`config.mk`:
```
export PLATFORM = sky130hd
export DESIGN_NAME = srrc_top
export DESIGN_NICKNAME = d
export VERILOG_FILES = /design/src/logic/srrc_pkg.sv /design/src/logic/srrc_idle_timer.sv /design/src/logic/srrc_top.sv
export VERILOG_INCLUDE_DIRS = /design/src /design/src/logic
export SDC_FILE = /design/constraint.sdc
export NUM_CORES = 1
export LEC_CHECK = 0
export BUFFER_PORTS_ARGS = -buffer_cell sky130_fd_sc_hd__buf_4
export CAP_MARGIN = 20
export CORE_UTILIZATION = 50
export CTS_BUF_LIST = sky130_fd_sc_hd__clkbuf_2
export DETAILED_ROUTE_END_ITERATION = 6
export PLACE_DENSITY = 0.75
export SYNTH_ARGS = -nofsm -noshare
export SYNTH_HDL_FRONTEND = slang
export SYNTH_SLANG_ARGS = --single-unit
```
`constraint.sdc`:
```
create_clock -name I_CLK -period 6.1 [get_ports I_CLK]
set_input_delay 0.61 -clock I_CLK [delete_from_list [all_inputs] [get_ports I_CLK]]
set_output_delay 0.61 -clock I_CLK [all_outputs]
set_load 0.005 [all_outputs]
```
`src/logic/srrc_consts.svh`:
```
// Constants of the suspend, resume and reset controller: SFR addresses,
// bit positions, reset values and timing figures.
// Assumes inclusion by bare name from the design files.
`ifndef SRRC_CONSTS_SVH
`define SRRC_CONSTS_SVH

// ==========================================================
// SFR addresses
`define SRRC_ADDR_PWR 8'h87
`define SRRC_ADDR_FLG 8'h91
`define SRRC_ADDR_CTL 8'hD8
`define SRRC_ADDR_ENA 8'hE8
`define SRRC_ADDR_PRI 8'hF8

// ==========================================================
// Field positions
`define SRRC_PWR_PD_BIT 0
`define SRRC_FLG_LSB 4
`define SRRC_CTL_SIXTH_EXTERNAL_INTERRUPT_FLG 3
`define SRRC_CTL_WAKE_FLG 4
`define SRRC_CTL_WAKE_EN 5
`define SRRC_CTL_BAUD_DBL 7
`define SRRC_ENA_SIXTH_EXTERNAL_INTERRUPT 4
`define SRRC_PRI_SIXTH_EXTERNAL_INTERRUPT 4
`define SRRC_SUSP_SRC_IDX 17
`define SRRC_USB_SRC_CNT 21

// ==========================================================
// Reset values
`define SRRC_RST_BYTE 8'h00

// ==========================================================
// Timing
`define SRRC_IDLE_TIME_US 3000
`define SRRC_CLK_MHZ 20
`define SRRC_IDLE_CYCLES (`SRRC_IDLE_TIME_US * `SRRC_CLK_MHZ)

`endif

```
`src/logic/srrc_pkg.sv`:
```
// Types of the suspend, resume and reset controller.
// Assumes nothing beyond the constants header.
`default_nettype none

package srrc_pkg;

	// ==========================================================
	// SFR write request from the processor core
	typedef struct packed {
		logic wr;
		logic [7:0] addr;
		logic [7:0] wdata;
	} srrc_sfr_s;

	// ==========================================================
	// Power sequencer states
	typedef enum logic [3:0] {
		ST_RUN = 4'b0001,
		ST_SUSP = 4'b0010,
		ST_CLKWAIT = 4'b0100,
		ST_RESUME = 4'b1000
	} srrc_state_e;

endpackage : srrc_pkg

`default_nettype wire

```
`src/logic/srrc_idle_timer.sv`:
```
// Bus idle timer: pulses once when the bus has been quiet for COUNT cycles.
// Assumes activity is a synchronous level or pulse on the same clock.
`default_nettype none

module srrc_idle_timer #(
	parameter int COUNT = 60000
) (
	input wire logic I_CLK,
	input wire logic I_RST,
	input wire logic i_enable,
	input wire logic i_activity,
	output logic o_expired
);

	logic [31:0] cnt_reg;
	logic [31:0] cnt_next;
	logic fired_reg;
	logic fired_next;
	logic exp_reg;
	logic exp_next;

	always_comb begin
		cnt_next = cnt_reg;
		fired_next = fired_reg;
		exp_next = 1'b0;
		if (!i_enable || i_activity) begin
			cnt_next = 32'h0000_0000;
			fired_next = 1'b0;
		end else if (!fired_reg) begin
			if (cnt_reg == 32'(COUNT - 1)) begin
				exp_next = 1'b1;
				fired_next = 1'b1;
			end else begin
				cnt_next = cnt_reg + 32'h0000_0001;
			end
		end
	end

	always_ff @(posedge I_CLK) begin
		if (I_RST) begin
			cnt_reg <= 32'h0000_0000;
			fired_reg <= 1'b0;
			exp_reg <= 1'b0;
		end else begin
			cnt_reg <= cnt_next;
			fired_reg <= fired_next;
			exp_reg <= exp_next;
		end
	end

	assign o_expired = exp_reg;

endmodule : srrc_idle_timer

`default_nettype wire

```
`src/logic/srrc_top.sv`:
```
// Suspend, resume and reset controller between the USB core and the
// embedded processor: SFRs, idle detect, oscillator stop and wake.
// Assumes SFR writes and all inputs are synchronous to I_CLK.
`include "srrc_consts.svh"
`default_nettype none

// Function
// Bus quiet for 3 ms is suspend; raise the USB core interrupt.
// Setting the power-down bit halts the processor until an interrupt.
// Power-down bit stops the oscillator and PLL.
// Wake on bus activity or low wake pin; pin starts remote wakeup.
// On wake restart oscillator and PLL, wait for stable clocks.
// With clocks stable raise the high-priority resume interrupt.
// After the resume handler the processor continues after the power-down write.
// Power-down control sits at bit 0 of SFR 0x87.
// Wake flag bit 4, wake enable bit 5 of SFR 0xD8.
// Interrupts two to five: flags 0x91, enables 0xE8, priorities 0xF8 bits 0-3.
// Sixth interrupt flag 0xD8 bit 3, enable 0xE8 bit 4, priority 0xF8 bit 4.
// Processor reset follows a host-writable core bit, not the chip reset.
// Without nonvolatile memory, processor stays in reset after power-up.
// Host loads code first, then clears the hold bit.
// With nonvolatile memory the processor leaves reset by itself.
// Remote-wake interrupt source is the active-low wakeup pin.
// Suspend is one of 21 sources on the USB core interrupt.
// Idle timer restarts on any bus activity.
// Power-down bit reads cleared once resume returns control.
module srrc_top #(
	parameter int IDLE_CYCLES = `SRRC_IDLE_CYCLES
) (
	input wire logic I_CLK,
	input wire logic I_RST,
	input wire srrc_pkg::srrc_sfr_s I_SFR,
	input wire logic [7:0] I_SFR_RADDR,
	output logic [7:0] O_SFR_RDATA,
	input wire logic I_USB_ACTIVITY,
	input wire logic [`SRRC_USB_SRC_CNT-1:0] I_USB_SRC,
	input wire logic I_I2C_IRQ,
	input wire logic I_INT4,
	input wire logic I_INT5_N,
	input wire logic I_SIXTH_EXTERNAL_INTERRUPT,
	input wire logic I_WAKEUP_N,
	input wire logic I_CLK_STABLE,
	input wire logic I_RESUME_DONE,
	input wire logic I_HOST_HOLD_WE,
	input wire logic I_HOST_HOLD_BIT,
	input wire logic I_EXT_NVM,
	output logic [4:0] O_IRQ_REQ,
	output logic [4:0] O_IRQ_PRIO,
	output logic O_WAKE_IRQ,
	output logic O_RESUME_IRQ,
	output logic O_CPU_HALT,
	output logic O_OSC_STOP,
	output logic O_REMOTE_WAKEUP,
	output logic O_CPU_RESET
);

	// ==========================================================
	// State
	srrc_pkg::srrc_state_e st_reg;
	srrc_pkg::srrc_state_e st_next;
	logic pd_reg;
	logic pd_next;
	logic [3:0] flg_reg;
	logic [3:0] flg_next;
	logic sixth_external_interrupt_flg_reg;
	logic sixth_external_interrupt_flg_next;
	logic wake_flg_reg;
	logic wake_flg_next;
	logic wake_en_reg;
	logic wake_en_next;
	logic baud_reg;
	logic baud_next;
	logic [7:0] ena_reg;
	logic [7:0] ena_next;
	logic [7:0] pri_reg;
	logic [7:0] pri_next;
	logic [7:0] rdata_reg;
	logic [7:0] rdata_next;
	logic rwake_reg;
	logic rwake_next;
	logic hold_reg;
	logic hold_next;
	logic strap_done_reg;
	logic strap_done_next;
	logic [3:0] prev_reg;
	logic [3:0] prev_next;

	logic suspend_evt;
	logic [`SRRC_USB_SRC_CNT-1:0] usb_src;
	logic [3:0] src_lvl;
	logic [3:0] src_rise;
	logic wr_pwr;
	logic wr_flg;
	logic wr_ctl;
	logic wake_evt;

	// ==========================================================
	// Idle detection
	srrc_idle_timer #(
		.COUNT(IDLE_CYCLES)
	) u_idle (
		.I_CLK(I_CLK),
		.I_RST(I_RST),
		.i_enable(st_reg == srrc_pkg::ST_RUN),
		.i_activity(I_USB_ACTIVITY),
		.o_expired(suspend_evt)
	);

	// ==========================================================
	// Event decode
	always_comb begin
		usb_src = I_USB_SRC;
		usb_src[`SRRC_SUSP_SRC_IDX] = suspend_evt;
	end

	assign src_lvl = {I_SIXTH_EXTERNAL_INTERRUPT, !I_INT5_N, I_INT4, I_I2C_IRQ};
	assign src_rise = src_lvl & ~prev_reg;
	assign wr_pwr = I_SFR.wr && (I_SFR.addr == `SRRC_ADDR_PWR);
	assign wr_flg = I_SFR.wr && (I_SFR.addr == `SRRC_ADDR_FLG);
	assign wr_ctl = I_SFR.wr && (I_SFR.addr == `SRRC_ADDR_CTL);
	assign wake_evt = I_USB_ACTIVITY || !I_WAKEUP_N;

	// ==========================================================
	// Registers and sequencing
	always_comb begin
		st_next = st_reg;
		pd_next = pd_reg;
		flg_next = flg_reg;
		sixth_external_interrupt_flg_next = sixth_external_interrupt_flg_reg;
		wake_flg_next = wake_flg_reg;
		wake_en_next = wake_en_reg;
		baud_next = baud_reg;
		ena_next = ena_reg;
		pri_next = pri_reg;
		rwake_next = 1'b0;
		hold_next = hold_reg;
		strap_done_next = 1'b1;
		prev_next = src_lvl;

		// Software writes first, hardware sets below win
		if (wr_pwr && I_SFR.wdata[`SRRC_PWR_PD_BIT]) begin
			pd_next = 1'b1;
		end
		if (wr_flg) begin
			flg_next = I_SFR.wdata[`SRRC_FLG_LSB +: 4];
		end
		if (wr_ctl) begin
			sixth_external_interrupt_flg_next = I_SFR.wdata[`SRRC_CTL_SIXTH_EXTERNAL_INTERRUPT_FLG];
			wake_flg_next = I_SFR.wdata[`SRRC_CTL_WAKE_FLG];
			wake_en_next = I_SFR.wdata[`SRRC_CTL_WAKE_EN];
			baud_next = I_SFR.wdata[`SRRC_CTL_BAUD_DBL];
		end
		if (I_SFR.wr && (I_SFR.addr == `SRRC_ADDR_ENA)) begin
			ena_next = I_SFR.wdata;
		end
		if (I_SFR.wr && (I_SFR.addr == `SRRC_ADDR_PRI)) begin
			pri_next = I_SFR.wdata;
		end

		if (|usb_src) begin
			flg_next[0] = 1'b1;
		end
		flg_next[3:1] = flg_next[3:1] | src_rise[2:0];
		if (src_rise[3]) begin
			sixth_external_interrupt_flg_next = 1'b1;
		end
		if (!I_WAKEUP_N) begin
			wake_flg_next = 1'b1;
		end

		case (st_reg)
			srrc_pkg::ST_RUN: begin
				if (pd_reg) begin
					st_next = srrc_pkg::ST_SUSP;
				end
			end
			srrc_pkg::ST_SUSP: begin
				if (wake_evt) begin
					st_next = srrc_pkg::ST_CLKWAIT;
					rwake_next = !I_WAKEUP_N;
				end
			end
			srrc_pkg::ST_CLKWAIT: begin
				if (I_CLK_STABLE) begin
					st_next = srrc_pkg::ST_RESUME;
				end
			end
			srrc_pkg::ST_RESUME: begin
				if (I_RESUME_DONE) begin
					st_next = srrc_pkg::ST_RUN;
					pd_next = 1'b0;
				end
			end
			default: begin
				st_next = srrc_pkg::ST_RUN;
			end
		endcase

		// Strap is caught on the first clock after reset release
		if (!strap_done_reg && I_EXT_NVM) begin
			hold_next = 1'b0;
		end else if (I_HOST_HOLD_WE) begin
			hold_next = I_HOST_HOLD_BIT;
		end
	end

	// ==========================================================
	// Read data
	always_comb begin
		rdata_next = `SRRC_RST_BYTE;
		case (I_SFR_RADDR)
			`SRRC_ADDR_PWR: rdata_next[`SRRC_PWR_PD_BIT] = pd_reg;
			`SRRC_ADDR_FLG: rdata_next[`SRRC_FLG_LSB +: 4] = flg_reg;
			`SRRC_ADDR_CTL: begin
				rdata_next[`SRRC_CTL_SIXTH_EXTERNAL_INTERRUPT_FLG] = sixth_external_interrupt_flg_reg;
				rdata_next[`SRRC_CTL_WAKE_FLG] = wake_flg_reg;
				rdata_next[`SRRC_CTL_WAKE_EN] = wake_en_reg;
				rdata_next[`SRRC_CTL_BAUD_DBL] = baud_reg;
			end
			`SRRC_ADDR_ENA: rdata_next = ena_reg;
			`SRRC_ADDR_PRI: rdata_next = pri_reg;
			default: rdata_next = `SRRC_RST_BYTE;
		endcase
	end

	always_ff @(posedge I_CLK) begin
		if (I_RST) begin
			st_reg <= srrc_pkg::ST_RUN;
			pd_reg <= 1'b0;
			flg_reg <= 4'h0;
			sixth_external_interrupt_flg_reg <= 1'b0;
			wake_flg_reg <= 1'b0;
			wake_en_reg <= 1'b0;
			baud_reg <= 1'b0;
			ena_reg <= `SRRC_RST_BYTE;
			pri_reg <= `SRRC_RST_BYTE;
			rdata_reg <= `SRRC_RST_BYTE;
			rwake_reg <= 1'b0;
			hold_reg <= 1'b1;
			strap_done_reg <= 1'b0;
			prev_reg <= 4'h0;
		end else begin
			st_reg <= st_next;
			pd_reg <= pd_next;
			flg_reg <= flg_next;
			sixth_external_interrupt_flg_reg <= sixth_external_interrupt_flg_next;
			wake_flg_reg <= wake_flg_next;
			wake_en_reg <= wake_en_next;
			baud_reg <= baud_next;
			ena_reg <= ena_next;
			pri_reg <= pri_next;
			rdata_reg <= rdata_next;
			rwake_reg <= rwake_next;
			hold_reg <= hold_next;
			strap_done_reg <= strap_done_next;
			prev_reg <= prev_next;
		end
	end

	// ==========================================================
	// Outputs
	assign O_SFR_RDATA = rdata_reg;
	assign O_IRQ_REQ = {sixth_external_interrupt_flg_reg & ena_reg[`SRRC_ENA_SIXTH_EXTERNAL_INTERRUPT], flg_reg & ena_reg[3:0]};
	assign O_IRQ_PRIO = pri_reg[`SRRC_PRI_SIXTH_EXTERNAL_INTERRUPT:0];
	assign O_WAKE_IRQ = wake_flg_reg & wake_en_reg;
	assign O_RESUME_IRQ = (st_reg == srrc_pkg::ST_RESUME);
	assign O_CPU_HALT = (st_reg != srrc_pkg::ST_RUN);
	assign O_OSC_STOP = (st_reg == srrc_pkg::ST_SUSP);
	assign O_REMOTE_WAKEUP = rwake_reg;
	assign O_CPU_RESET = hold_reg;

endmodule : srrc_top

`default_nettype wire

```
Yosys cells after proc, flatten, opt, wreduce, memory -nomap -nowiden
Cells that the tools add are included.
{ "op_classes": {"n_addsub": 1, "n_eq_ne": 21, "n_mux": 25, "bitwise_logic": 10, "n_reduce_logical": 22} }
{ "op_table": {"columns": ["operator", "count"], "rows": [
  ["$eq 8x8->1 const B", 10],
  ["$add 32x1->32 const B", 1],
  ["$eq 32x16->1 const B", 1],
  ["$reduce_or 21->1", 1],
  ["$mux 4", 5],
  ["$pmux 4 s4", 1],
  ["$mux 1", 13],
  ["$pmux 1 s3", 3],
  ["$and 4x4->4", 2],
  ["$pmux 2 s4", 1],
  ["$logic_and 1x1->1", 7],
  ["$ne 2x2->1 const B", 3],
  ["$reduce_bool 2->1", 3],
  ["$reduce_or 3->1", 2],
  ["$eq 4x1->1 const B", 1],
  ["$eq 4x2->1 const B", 1],
  ["$eq 4x3->1 const B", 1],
  ["$eq 4x4->1 const B", 1],
  ["$logic_not 1->1", 4],
  ["$ne 2x1->1 const B", 2],
  ["$ne 4x1->1 const B", 1],
  ["$not 1->1", 4],
  ["$not 4->4", 1],
  ["$pmux 1 s4", 1],
  ["7 further kinds", 9]
]} }
{ "totals": {"reg_bits": 78, "in_bits": 59} }

Logic depth before layout (Yosys ltp)
Gate-level depths: netlist of run 1.
{ "logic_depth": {"word_depth": 6, "depth_mapped": 7, "mapped_depth_nobuf": 6} }

Hierarchy
From an unflattened synthesis of run 1, not the netlist that was laid out.
{ "unflattened": {"hier_cells": 393, "area_unflattened_um2": 3652.3} }
{ "modules_own_cells": {"columns": ["module", "n_inst", "cells_per_inst", "area_per_inst_um2"], "rows": [
  ["srrc_top", 1, 211, 2024.4],
  ["srrc_idle_timer", 1, 182, 1627.8]
]} }

Worst setup path before layout of run 1
OpenSTA, ideal clock, no wires.
{ "synth_path": {"kind": "reg-to-reg", "from": "register st_reg[0]", "to": "register st_reg[0]", "setup_ns": 0.116, "arrival_time_ns": 1.876, "required_time_ns": 5.984, "setup_slack_ns": 4.107, "stages_incl_launch_ff": 6, "period_less_slack_ns": 1.993, "cell_sequence": "dfxtp_1 > or4b_2 > or3b_1 > o211ai_1 > nor2_1 > a31o_2"} }
{ "synth_between": {"elab_chain_cells": 3, "word_cells_on_any_way": 10, "classes_between": "eq/ne: 8; mux: 1; reduce/logical: 1"} }
{ "synth_rtl": {"columns": ["element", "line_no", "source"], "rows": [
  ["from (decl)", "srrc_top.sv:59", "srrc_pkg::srrc_state_e st_reg;"],
  ["from (signal assigned)", "srrc_top.sv:228", "st_reg <= srrc_pkg::ST_RUN;"],
  ["from (signal assigned)", "srrc_top.sv:243", "st_reg <= st_next;"],
  ["$eq 4x1->1 (tied with other cells)", "srrc_top.sv:171", "case (st_reg)"],
  ["$ne 2x2->1 (no line) or $ne 2x1->1 (tied branches)", null, null],
  ["$reduce_and 4->1 (no line)", null, null]
]} }
Parallel ways exist; a longest one is shown, timed or not.
A chain may end at the register's enable or synchronous reset.

Final worst setup path of run 1
{ "layout_path": {"from": "register st_reg[0]", "to": "output port O_OSC_STOP"} }
{ "layout_between": {"elab_chain_cells": 1} }
{ "layout_rtl": {"columns": ["element", "line_no", "source"], "rows": [
  ["$eq 4x2->1", "srrc_top.sv:268", "assign O_OSC_STOP = (st_reg == srrc_pkg::ST_SUSP);"],
  ["to (decl)", "srrc_top.sv:52", "output logic O_OSC_STOP,"]
]} }
No other way between the ends.

==> results of run 1 <==
-- cell type report --
type | count | area [um2] | share of cell area
flip-flops and latches | 78 | 1560 | 0.366
repair buffers | 83 | 643 | 0.151
multi-input cells | 285 | 1830 | 0.428
inverters | 7 | 26.3 | 0.00615
clock inverters | 7 | 47.5 | 0.0111
clock buffers | 9 | 45.0 | 0.0105
well taps | 96 | 120 | 0.0281
-- power by group through the flow --
stage                     clock [uW]  combinational [uW]  sequential [uW]
after global routing             271                 184              544
after floorplan                    0                97.2              548
after detailed placement           0                 153              551
after CTS                        248                 154              541
after global placement             0                 150              550
final                            239                 168              542
-- worst register-to-register path, cell delays in order, from the launching register on --
cell      delay [ns]
dfxtp_1         0.44
ha_1            0.23
nand3b_1        0.12
or4_1           0.63
nor4_2          0.38
a31oi_1         0.14
a41o_1          0.22
-- cells in the mapped netlist (2+ instances only) --
| cell | number | area [um2] |
|---|---|---|
| nand3b_1 | 4 | 30.0 |
| and2_1 | 8 | 50.1 |
| mux2i_1 | 28 | 280 |
| and4_1 | 4 | 35.0 |
| dfxtp_1 | 78 | 1560 |
| inv_1 | 7 | 26.3 |
| nand2_1 | 14 | 52.6 |
| o211ai_1 | 3 | 22.5 |
| nand2b_1 | 6 | 37.5 |
| o21ai_0 | 7 | 35.0 |
| xor2_1 | 10 | 87.6 |
| nor4b_1 | 2 | 17.5 |
| xnor2_1 | 16 | 140 |
| nor2b_1 | 6 | 37.5 |
| buf_4 | 5 | 37.5 |
| nor4bb_1 | 4 | 40.0 |
| nor2_1 | 58 | 218 |
| nor4_1 | 14 | 87.6 |
| clkbuf_1 | 12 | 45.0 |
| mux2_2 | 2 | 22.5 |
| nand3_1 | 10 | 50.1 |
| or2_2 | 2 | 12.5 |
| and3_1 | 8 | 50.1 |
| or3_1 | 4 | 25.0 |
| nor3_1 | 17 | 85.1 |
| a22o_1 | 4 | 35.0 |
| a22oi_1 | 3 | 22.5 |
| or4_1 | 4 | 30.0 |
| nand4_1 | 15 | 93.8 |
| nand4b_1 | 2 | 17.5 |
| a21oi_1 | 15 | 75.1 |
-- through the flow --
step | hold WS, ns | instance area (um2) | cells
finish | 0.208 | 4270 | 565
global route | 0.170 | 4270 | 565
CTS | 0.165 | 4240 | 564
detailed placement | 0.472 | 4150 | 548
global placement | 0.469 | 4150 | 548
floorplan | 0.446 | 3510 | 389
-- worst max path at each step --
| stage | slack (ns) | cells past startpoint | endpoint |
|---|---|---|---|
| floorplan | 4.11 | 5 | st_reg[0] |
| global placement | 3.57 | 4 | u_idle.cnt_reg[3] |
| finish | 3.67 | 3 | O_OSC_STOP |
| global route | 3.59 | 3 | O_OSC_STOP |
| detailed placement | 3.55 | 4 | u_idle.cnt_reg[3] |
| CTS | 3.53 | 4 | u_idle.cnt_reg[3] |
-- layer usage --
layer  share of wire  vias up
li1                -     1542
met3           0.057       12
met4           0.017        0
met1            0.47     1454
met5               0        -
met2            0.45       96
-- cells by family after synthesis --
logic type / after synthesis
flip-flops: 78
AND/OR/NAND/NOR: 187
AO/OA/AOI/OAI: 41
XOR/XNOR: 26
multiplexers: 30
buffers and inverters: 26
adder cells (fa/ha/maj): 1
==> impl_results.html, run 1 <==
<table>
<tr><th>Metric</th><th>Value</th></tr>
<tr><th colspan="2">Floorplan</th></tr>
<tr><td>Die area</td><td>0.00735 mm2</td></tr>
<tr><td>I/O pin cnt</td><td>between 80 and 90</td></tr>
<tr><td>Standard cell core area</td><td>0.00679 mm2</td></tr>
<tr><td>Horiz. Die Dim</td><td>85.8 um</td></tr>
<tr><td>Die extent in y</td><td>roughly 86 um</td></tr>
<tr><td>Site Rows</td><td>30</td></tr>
<tr><td>Starting density of the core</td><td>0.516</td></tr>
<tr><th colspan="2">Clock network</th></tr>
<tr><td>Max H-tree Level</td><td>3</td></tr>
<tr><td>Inserted Clock Buffers</td><td>9</td></tr>
<tr><td>Number of resized instances in the post-cts repair step</td><td>0</td></tr>
<tr><td>Skew-Pair Late Insertion Delay</td><td>between 0.5 and 0.6 ns</td></tr>
<tr><td>TritonCTS clock tree</td><td>yes</td></tr>
<tr><td>Buffer levels on the longest clock path</td><td>2</td></tr>
<tr><td>Clock slew at reported path FFs</td><td>0.22 ns</td></tr>
<tr><td>Total number of clock tree sinks</td><td>78</td></tr>
<tr><td>Buffer count from post-CTS setup fixing</td><td>0</td></tr>
<tr><td>Root buf cell</td><td>clkbuf_2</td></tr>
<tr><td>Hold buffer count at cts</td><td>0</td></tr>
<tr><th colspan="2">Routing</th></tr>
<tr><td>Via count</td><td>3104</td></tr>
<tr><td>DR pass1 iterations</td><td>4</td></tr>
<tr><td>Remaining antenna violation count</td><td>0</td></tr>
<tr><td>Vias/cell</td><td>5.49</td></tr>
<tr><td>Total wirelength of the detailed-routed design</td><td>7810 um</td></tr>
<tr><td>Residual DRC</td><td>0</td></tr>
<tr><td>Detailed Route Iter0 Violations</td><td>189</td></tr>
<tr><td>Detail-routed net length per standard cell</td><td>13.8 um</td></tr>
<tr><th colspan="2">Synth</th></tr>
<tr><td>Net count of the mapped netlist</td><td>between 400 and 500</td></tr>
<tr><td>Synth Cell Area</td><td>0.00351 mm2</td></tr>
<tr><td>Distinct cells, synth</td><td>48</td></tr>
<tr><td>Sequential area share after synthesis</td><td>0.445</td></tr>
<tr><td>Synth Area in Compound Gates</td><td>0.0753</td></tr>
<tr><td>Number of enable-type register cells in the synthesized netlist</td><td>0</td></tr>
<tr><td>Main synth FF type</td><td>dfxtp_1</td></tr>
<tr><td>Synth warnings</td><td>0</td></tr>
<tr><td>Parity-gate share of the synthesized area counting xor and xnor cells</td><td>0.0649</td></tr>
<tr><td>Combinational family with the most area after synthesis</td><td>simple AND/OR/NAND/NOR gates</td></tr>
<tr><td>Mapped Cells</td><td>389</td></tr>
<tr><td>Adder-cell area share of the yosys netlist</td><td>0.00357</td></tr>
<tr><td>Mux cell area share after synthesis</td><td>0.0863</td></tr>
<tr><td>Ys async rst share</td><td>0</td></tr>
<tr><td>Post-synthesis average cell area</td><td>9.02 um2</td></tr>
<tr><td>Post-synthesis share of cell area spent on and, or, nand and nor gates</td><td>0.291</td></tr>
<tr><td>Number of synthesized register bits</td><td>78</td></tr>
<tr><th colspan="2">Power and ir drop</th></tr>
<tr><td>Portion of total power attributed to the clock network</td><td>0.252</td></tr>
<tr><td>Share of total power consumed by net switching</td><td>0.299</td></tr>
<tr><td>Switching power total</td><td>284 uW</td></tr>
<tr><td>LEAKAGE</td><td>0.00178 uW</td></tr>
<tr><td>Fraction of power consumed by combinational cells</td><td>0.177</td></tr>
<tr><td>PD cells</td><td>around 220 mW/mm2</td></tr>
<tr><td>Overall power of the completed layout</td><td>949 uW</td></tr>
<tr><td>Peak supply drop</td><td>~0.093 mV</td></tr>
<tr><td>Part of the total power dissipated in sequential elements</td><td>0.571</td></tr>
<tr><td>Internal power</td><td>665 uW</td></tr>
<tr><th colspan="2">Finish</th></tr>
<tr><td>Layout filler cell count</td><td>590</td></tr>
<tr><td>Share of post-route cells with drive strength above 1</td><td>0.226</td></tr>
<tr><td>Number of nets in the layout</td><td>524</td></tr>
<tr><td>Top library cells by usage in the layout, fill and taps aside</td><td>buf_4 (82), dfxtp_1 (78), nor2_1 (58)</td></tr>
<tr><td>Leading cell type in the layout, fill and taps excluded</td><td>buf_4</td></tr>
<tr><td>Ant diodes</td><td>0</td></tr>
<tr><td>Final core area utilization</td><td>0.629</td></tr>
<tr><td>Number of flip-flops under the largest register name</td><td>32</td></tr>
<tr><td>Area growth from synthesis to final layout</td><td>21.8%</td></tr>
<tr><th colspan="2">Global routing</th></tr>
<tr><td>Via count of the first global-routing pass</td><td>2847</td></tr>
<tr><td>GR Util met2</td><td>0.348</td></tr>
<tr><td>Number of antenna violations at the first check in global routing</td><td>0</td></tr>
<tr><td>Routing layer with the top usage in global route</td><td>met2</td></tr>
<tr><td>Remaining global-route overflow</td><td>0</td></tr>
<tr><td>Global Route met3 Usage</td><td>0.0385</td></tr>
<tr><td>Pin count of the biggest net entering global routing</td><td>42</td></tr>
<tr><td>First-pass GRT wire length</td><td>between 10000 and 15000 um</td></tr>
<tr><td>All-layer global routing usage</td><td>0.218</td></tr>
<tr><td>Met1 demand-to-capacity share in global routing</td><td>0.292</td></tr>
<tr><th colspan="2">Worst setup path</th></tr>
<tr><td>Register-to-Register Setup Slack</td><td>3.87 ns</td></tr>
<tr><td>Largest driver fanout on the critical path</td><td>4</td></tr>
<tr><td>Endpoint type of the worst setup path</td><td>output pin</td></tr>
<tr><td>Critical path buffers and inverters</td><td>2</td></tr>
<tr><td>CP max-delay cell</td><td>or4b_2</td></tr>
<tr><td>Critical Path AT</td><td>~1.8 ns</td></tr>
<tr><td>Cells traversed along the worst timing path</td><td>or4b_2 &gt; inv_1 &gt; buf_4</td></tr>
<tr><td>Worst Path Required</td><td>5.49 ns</td></tr>
<tr><td>Critical R2R Capture</td><td>u_idle.cnt_reg[28]</td></tr>
<tr><td>Crit Path Class</td><td>reg2out</td></tr>
<tr><td>Number of cells on the worst reg-to-reg path</td><td>6</td></tr>
<tr><td>Crit path launch</td><td>st_reg[0]</td></tr>
<tr><td>Top cell family by delay on the critical path</td><td>simple AND/OR/NAND/NOR gates</td></tr>
<tr><td>Launching point of the worst reg2reg path</td><td>u_idle.cnt_reg[0]</td></tr>
<tr><td>Largest incremental delay on the critical path</td><td>0.73 ns</td></tr>
<tr><td>Crit path launch type</td><td>flop</td></tr>
<tr><th colspan="2">STA</th></tr>
<tr><td>Setup repair after global routing missed its margin</td><td>false</td></tr>
<tr><td>Maximum clock rate</td><td>0.411 GHz</td></tr>
<tr><td>Final min period</td><td>2.43 ns</td></tr>
<tr><td>Final Hold Viols</td><td>0</td></tr>
<tr><td>Actual transition at the worst max-transition pin</td><td>between 0.8 and 0.9 ns</td></tr>
<tr><td>Headroom to the max-slew limit</td><td>0.447</td></tr>
<tr><td>Setup TNS after final layout</td><td>0 ns</td></tr>
<tr><td>Final Cycle Share</td><td>0.399</td></tr>
<tr><td>Least setup slack across all paths after layout</td><td>3.67 ns</td></tr>
<tr><td>Finish-stage setup viols</td><td>0</td></tr>
<tr><td>Pins over their slew limit</td><td>0</td></tr>
<tr><td>Clock skew</td><td>0.0348 ns</td></tr>
<tr><th colspan="2">Status</th></tr>
<tr><td>Status</td><td>finished clean</td></tr>
<tr><th colspan="2">Worst hold path</th></tr>
<tr><td>Startpoint of the tightest hold check path</td><td>I_INT5_N</td></tr>
<tr><td>Sink of the worst hold path</td><td>prev_reg[2]</td></tr>
<tr><td>Cell depth of the worst min-delay path</td><td>2</td></tr>
<tr><td>Class of the worst hold path</td><td>in2reg</td></tr>
<tr><th colspan="2">Placement</th></tr>
<tr><td>Setup slack at placement</td><td>3.55 ns</td></tr>
<tr><td>Port Buffers</td><td>81</td></tr>
<tr><td>Gpl congestion</td><td>0.801</td></tr>
<tr><td>HPWL reported at the end of detailed placement</td><td>~5700 um</td></tr>
<tr><th colspan="2">Flow run</th></tr>
<tr><td>Max-capacitance violation count</td><td>0</td></tr>
</table>
Note: power is estimated with default switching activity, not from simulation.
==> run 2: changes to the inputs <==
==> constraint.sdc (replaced) <==
create_clock -name I_CLK -period 2.3 [get_ports I_CLK]
set_input_delay 0.23 -clock I_CLK [delete_from_list [all_inputs] [get_ports I_CLK]]
set_output_delay 0.23 -clock I_CLK [all_outputs]
set_load 0.005 [all_outputs]
==> run 2 against run 1 <==
Effect of this change:
- clock skew down 0.011 ns
- global-route usage about the same
- final area rose by 5.0%
- core utilization is 3.1 points higher
- critical path type is now reg2reg
- critical endpoint is now st_reg[0]
- largest power group unchanged
- highest routed layer unchanged
==> impl_results.html, run 2 (synthesis results as in run 1) <==
<table>
<tr><th>Metric</th><th>Value</th></tr>
<tr><th colspan="2">Finish</th></tr>
<tr><td>Number of flip-flops under the largest register name</td><td>32</td></tr>
<tr><td>Number of nets in the layout</td><td>between 500 and 600</td></tr>
<tr><td>Cell area after layout</td><td>~0.0045 mm2</td></tr>
<tr><td>Leading cell type in the layout, fill and taps excluded</td><td>buf_4</td></tr>
<tr><td>Top library cells by usage in the layout, fill and taps aside</td><td>buf_4 (89), dfxtp_1 (78), nor2_1 (58)</td></tr>
<tr><td>Area growth from synthesis to final layout</td><td>27.9%</td></tr>
<tr><td>Ant diodes</td><td>0</td></tr>
<tr><td>Share of post-route cells with drive strength above 1</td><td>0.230</td></tr>
<tr><th colspan="2">Floorplan</th></tr>
<tr><td>Die extent in y</td><td>85.8 um</td></tr>
<tr><td>Starting density of the core</td><td>0.516</td></tr>
<tr><td>I/O pin cnt</td><td>83</td></tr>
<tr><td>Standard cell core area</td><td>between 0.006 and 0.007 mm2</td></tr>
<tr><td>Site Rows</td><td>30</td></tr>
<tr><td>Horiz. Die Dim</td><td>85.8 um</td></tr>
<tr><td>Die area</td><td>0.00735 mm2</td></tr>
<tr><th colspan="2">Global routing</th></tr>
<tr><td>Number of antenna violations at the first check in global routing</td><td>0</td></tr>
<tr><td>First-pass GRT wire length</td><td>12900 um</td></tr>
<tr><td>Via count of the first global-routing pass</td><td>2900</td></tr>
<tr><td>All-layer global routing usage</td><td>0.218</td></tr>
<tr><td>Pin count of the biggest net entering global routing</td><td>42</td></tr>
<tr><td>Remaining global-route overflow</td><td>0</td></tr>
<tr><th colspan="2">Status</th></tr>
<tr><td>Status</td><td>finished clean</td></tr>
<tr><th colspan="2">STA</th></tr>
<tr><td>Final Cycle Share</td><td>0.940</td></tr>
<tr><td>Pins over their slew limit</td><td>0</td></tr>
<tr><td>Setup repair after global routing missed its margin</td><td>false</td></tr>
<tr><td>Final min period</td><td>approximately 2.2 ns</td></tr>
<tr><td>Maximum clock rate</td><td>0.463 GHz</td></tr>
<tr><td>Least setup slack across all paths after layout</td><td>0.139 ns</td></tr>
<tr><td>Finish-stage setup viols</td><td>0</td></tr>
<tr><td>Setup TNS after final layout</td><td>0 ns</td></tr>
<tr><td>Final Hold Viols</td><td>0</td></tr>
<tr><td>Headroom to the max-slew limit</td><td>0.545</td></tr>
<tr><td>Actual transition at the worst max-transition pin</td><td>0.674 ns</td></tr>
<tr><td>Clock skew</td><td>~0.024 ns</td></tr>
<tr><th colspan="2">Clock network</th></tr>
<tr><td>Max H-tree Level</td><td>3</td></tr>
<tr><td>Skew-Pair Late Insertion Delay</td><td>~0.48 ns</td></tr>
<tr><td>Buffer levels on the longest clock path</td><td>2</td></tr>
<tr><td>Clock slew at reported path FFs</td><td>0.20 ns</td></tr>
<tr><td>Root buf cell</td><td>clkbuf_2</td></tr>
<tr><td>Hold buffer count at cts</td><td>17</td></tr>
<tr><td>Total number of clock tree sinks</td><td>78</td></tr>
<tr><td>Buffer count from post-CTS setup fixing</td><td>0</td></tr>
<tr><td>Number of resized instances in the post-cts repair step</td><td>0</td></tr>
<tr><td>Inserted Clock Buffers</td><td>9</td></tr>
<tr><td>TritonCTS clock tree</td><td>yes</td></tr>
<tr><th colspan="2">Routing</th></tr>
<tr><td>Detailed Route Iter0 Violations</td><td>152</td></tr>
<tr><td>Vias/cell</td><td>5.42</td></tr>
<tr><td>Remaining antenna violation count</td><td>0</td></tr>
<tr><td>Detail-routed net length per standard cell</td><td>13.3 um</td></tr>
<tr><td>Total wirelength of the detailed-routed design</td><td>slightly below 8000 um</td></tr>
<tr><td>Residual DRC</td><td>0</td></tr>
<tr><td>DR pass1 iterations</td><td>4</td></tr>
<tr><td>Via count</td><td>roughly 3.2k</td></tr>
<tr><th colspan="2">Worst setup path</th></tr>
<tr><td>CP max-delay cell</td><td>or4b_2</td></tr>
<tr><td>Worst Path Required</td><td>~2.7 ns</td></tr>
<tr><td>Critical Path AT</td><td>between 2 and 3 ns</td></tr>
<tr><td>Crit path launch type</td><td>flop</td></tr>
<tr><td>Largest incremental delay on the critical path</td><td>0.73 ns</td></tr>
<tr><td>Cells traversed along the worst timing path</td><td>or4b_2 &gt; or3b_1 &gt; o211ai_1 &gt; nor2_1 &gt; a31o_2</td></tr>
<tr><td>Largest driver fanout on the critical path</td><td>4</td></tr>
<tr><td>Endpoint type of the worst setup path</td><td>flop</td></tr>
<tr><td>Crit Path Class</td><td>reg2reg</td></tr>
<tr><th colspan="2">Placement</th></tr>
<tr><td>Gpl congestion</td><td>0.804</td></tr>
<tr><td>Port Buffers</td><td>81</td></tr>
<tr><td>Setup slack at placement</td><td>0.174 ns</td></tr>
<tr><td>Area post-placement</td><td>0.00420 mm2</td></tr>
<tr><td>HPWL reported at the end of detailed placement</td><td>5630 um</td></tr>
<tr><th colspan="2">Power and ir drop</th></tr>
<tr><td>LEAKAGE</td><td>around 0.0019 uW</td></tr>
<tr><td>Peak supply drop</td><td>0.266 mV</td></tr>
<tr><td>PD cells</td><td>584 mW/mm2</td></tr>
<tr><th colspan="2">Worst hold path</th></tr>
<tr><td>Class of the worst hold path</td><td>in2reg</td></tr>
<tr><th colspan="2">Flow run</th></tr>
<tr><td>Max-capacitance violation count</td><td>0</td></tr>
</table>
## run 2: cell count changes in the layout (fill, tap and decap cells not counted)
cell	before	now
clkinvlp_4	1	2
bufinv_16	0	1
clkinv_1	1	0
buf_16	1	0
clkinv_2	2	4
buf_4	82	89
clkinv_4	1	0
inv_6	2	0
dlygate4sd3_1	0	17
## run 2: per-stage QoR
step	hold WS, ns	std cells	power, uW	util
6_report	0.0441	588	2620	0.660
5_1_grt	0.00304	588	2760	0.660
4_1_cts	0.00142	588	2640	0.660
3_5_place_dp	0.407	555	1920	0.619
3_3_place_gp	0.398	555	1900	0.619
2_1_floorplan	0.302	389	1710	-
## run 2: area by class of cell
class	instances	area (um2)
inverter	7	26.3
multi-input combinational	285	1830
tap	96	120
clock inverter	7	65.1
sequential	78	1560
fill	558	2310
clock buffer	9	45.0
timing repair buffer	106	838
## run 2: final timing paths
| path | cells after the start | startpoint | endpoint | slack (ns) |
|---|---|---|---|---|
| setup / recovery | 5 | st_reg[0] | st_reg[0] | 0.14 |
| hold / removal | 3 | I_HOST_HOLD_BIT | O_CPU_RESET | 0.04 |
| setup reg to reg | 5 | st_reg[0] | st_reg[0] | 0.14 |
| hold reg to reg | 2 | pri_reg[5] | O_SFR_RDATA[5] | 0.49 |
## run 2: power by group
group	internal (uW)	leakage, uW	switching, uW	total, uW
clock	243	0.0000675	465	707
combinational	243	0.00118	231	474
sequential	1400	0.000632	37.0	1440
## run 2: per-layer routing
layer / GRT usage / up-vias / wire [um]
li1: - / 1588 / -
met1: 0.292 / 1487 / 3640
met2: 0.356 / 108 / 3530
met3: 0.0385 / 6 / 556
met4: 0.0773 / 0 / 67
met5: 0 / - / 0
## run 2: critical path, delay by kind of cell, from the launching register on
family	cells	cell delay, ns
flops	1	0.38
compound gates	2	0.45
simple gates	3	1.26
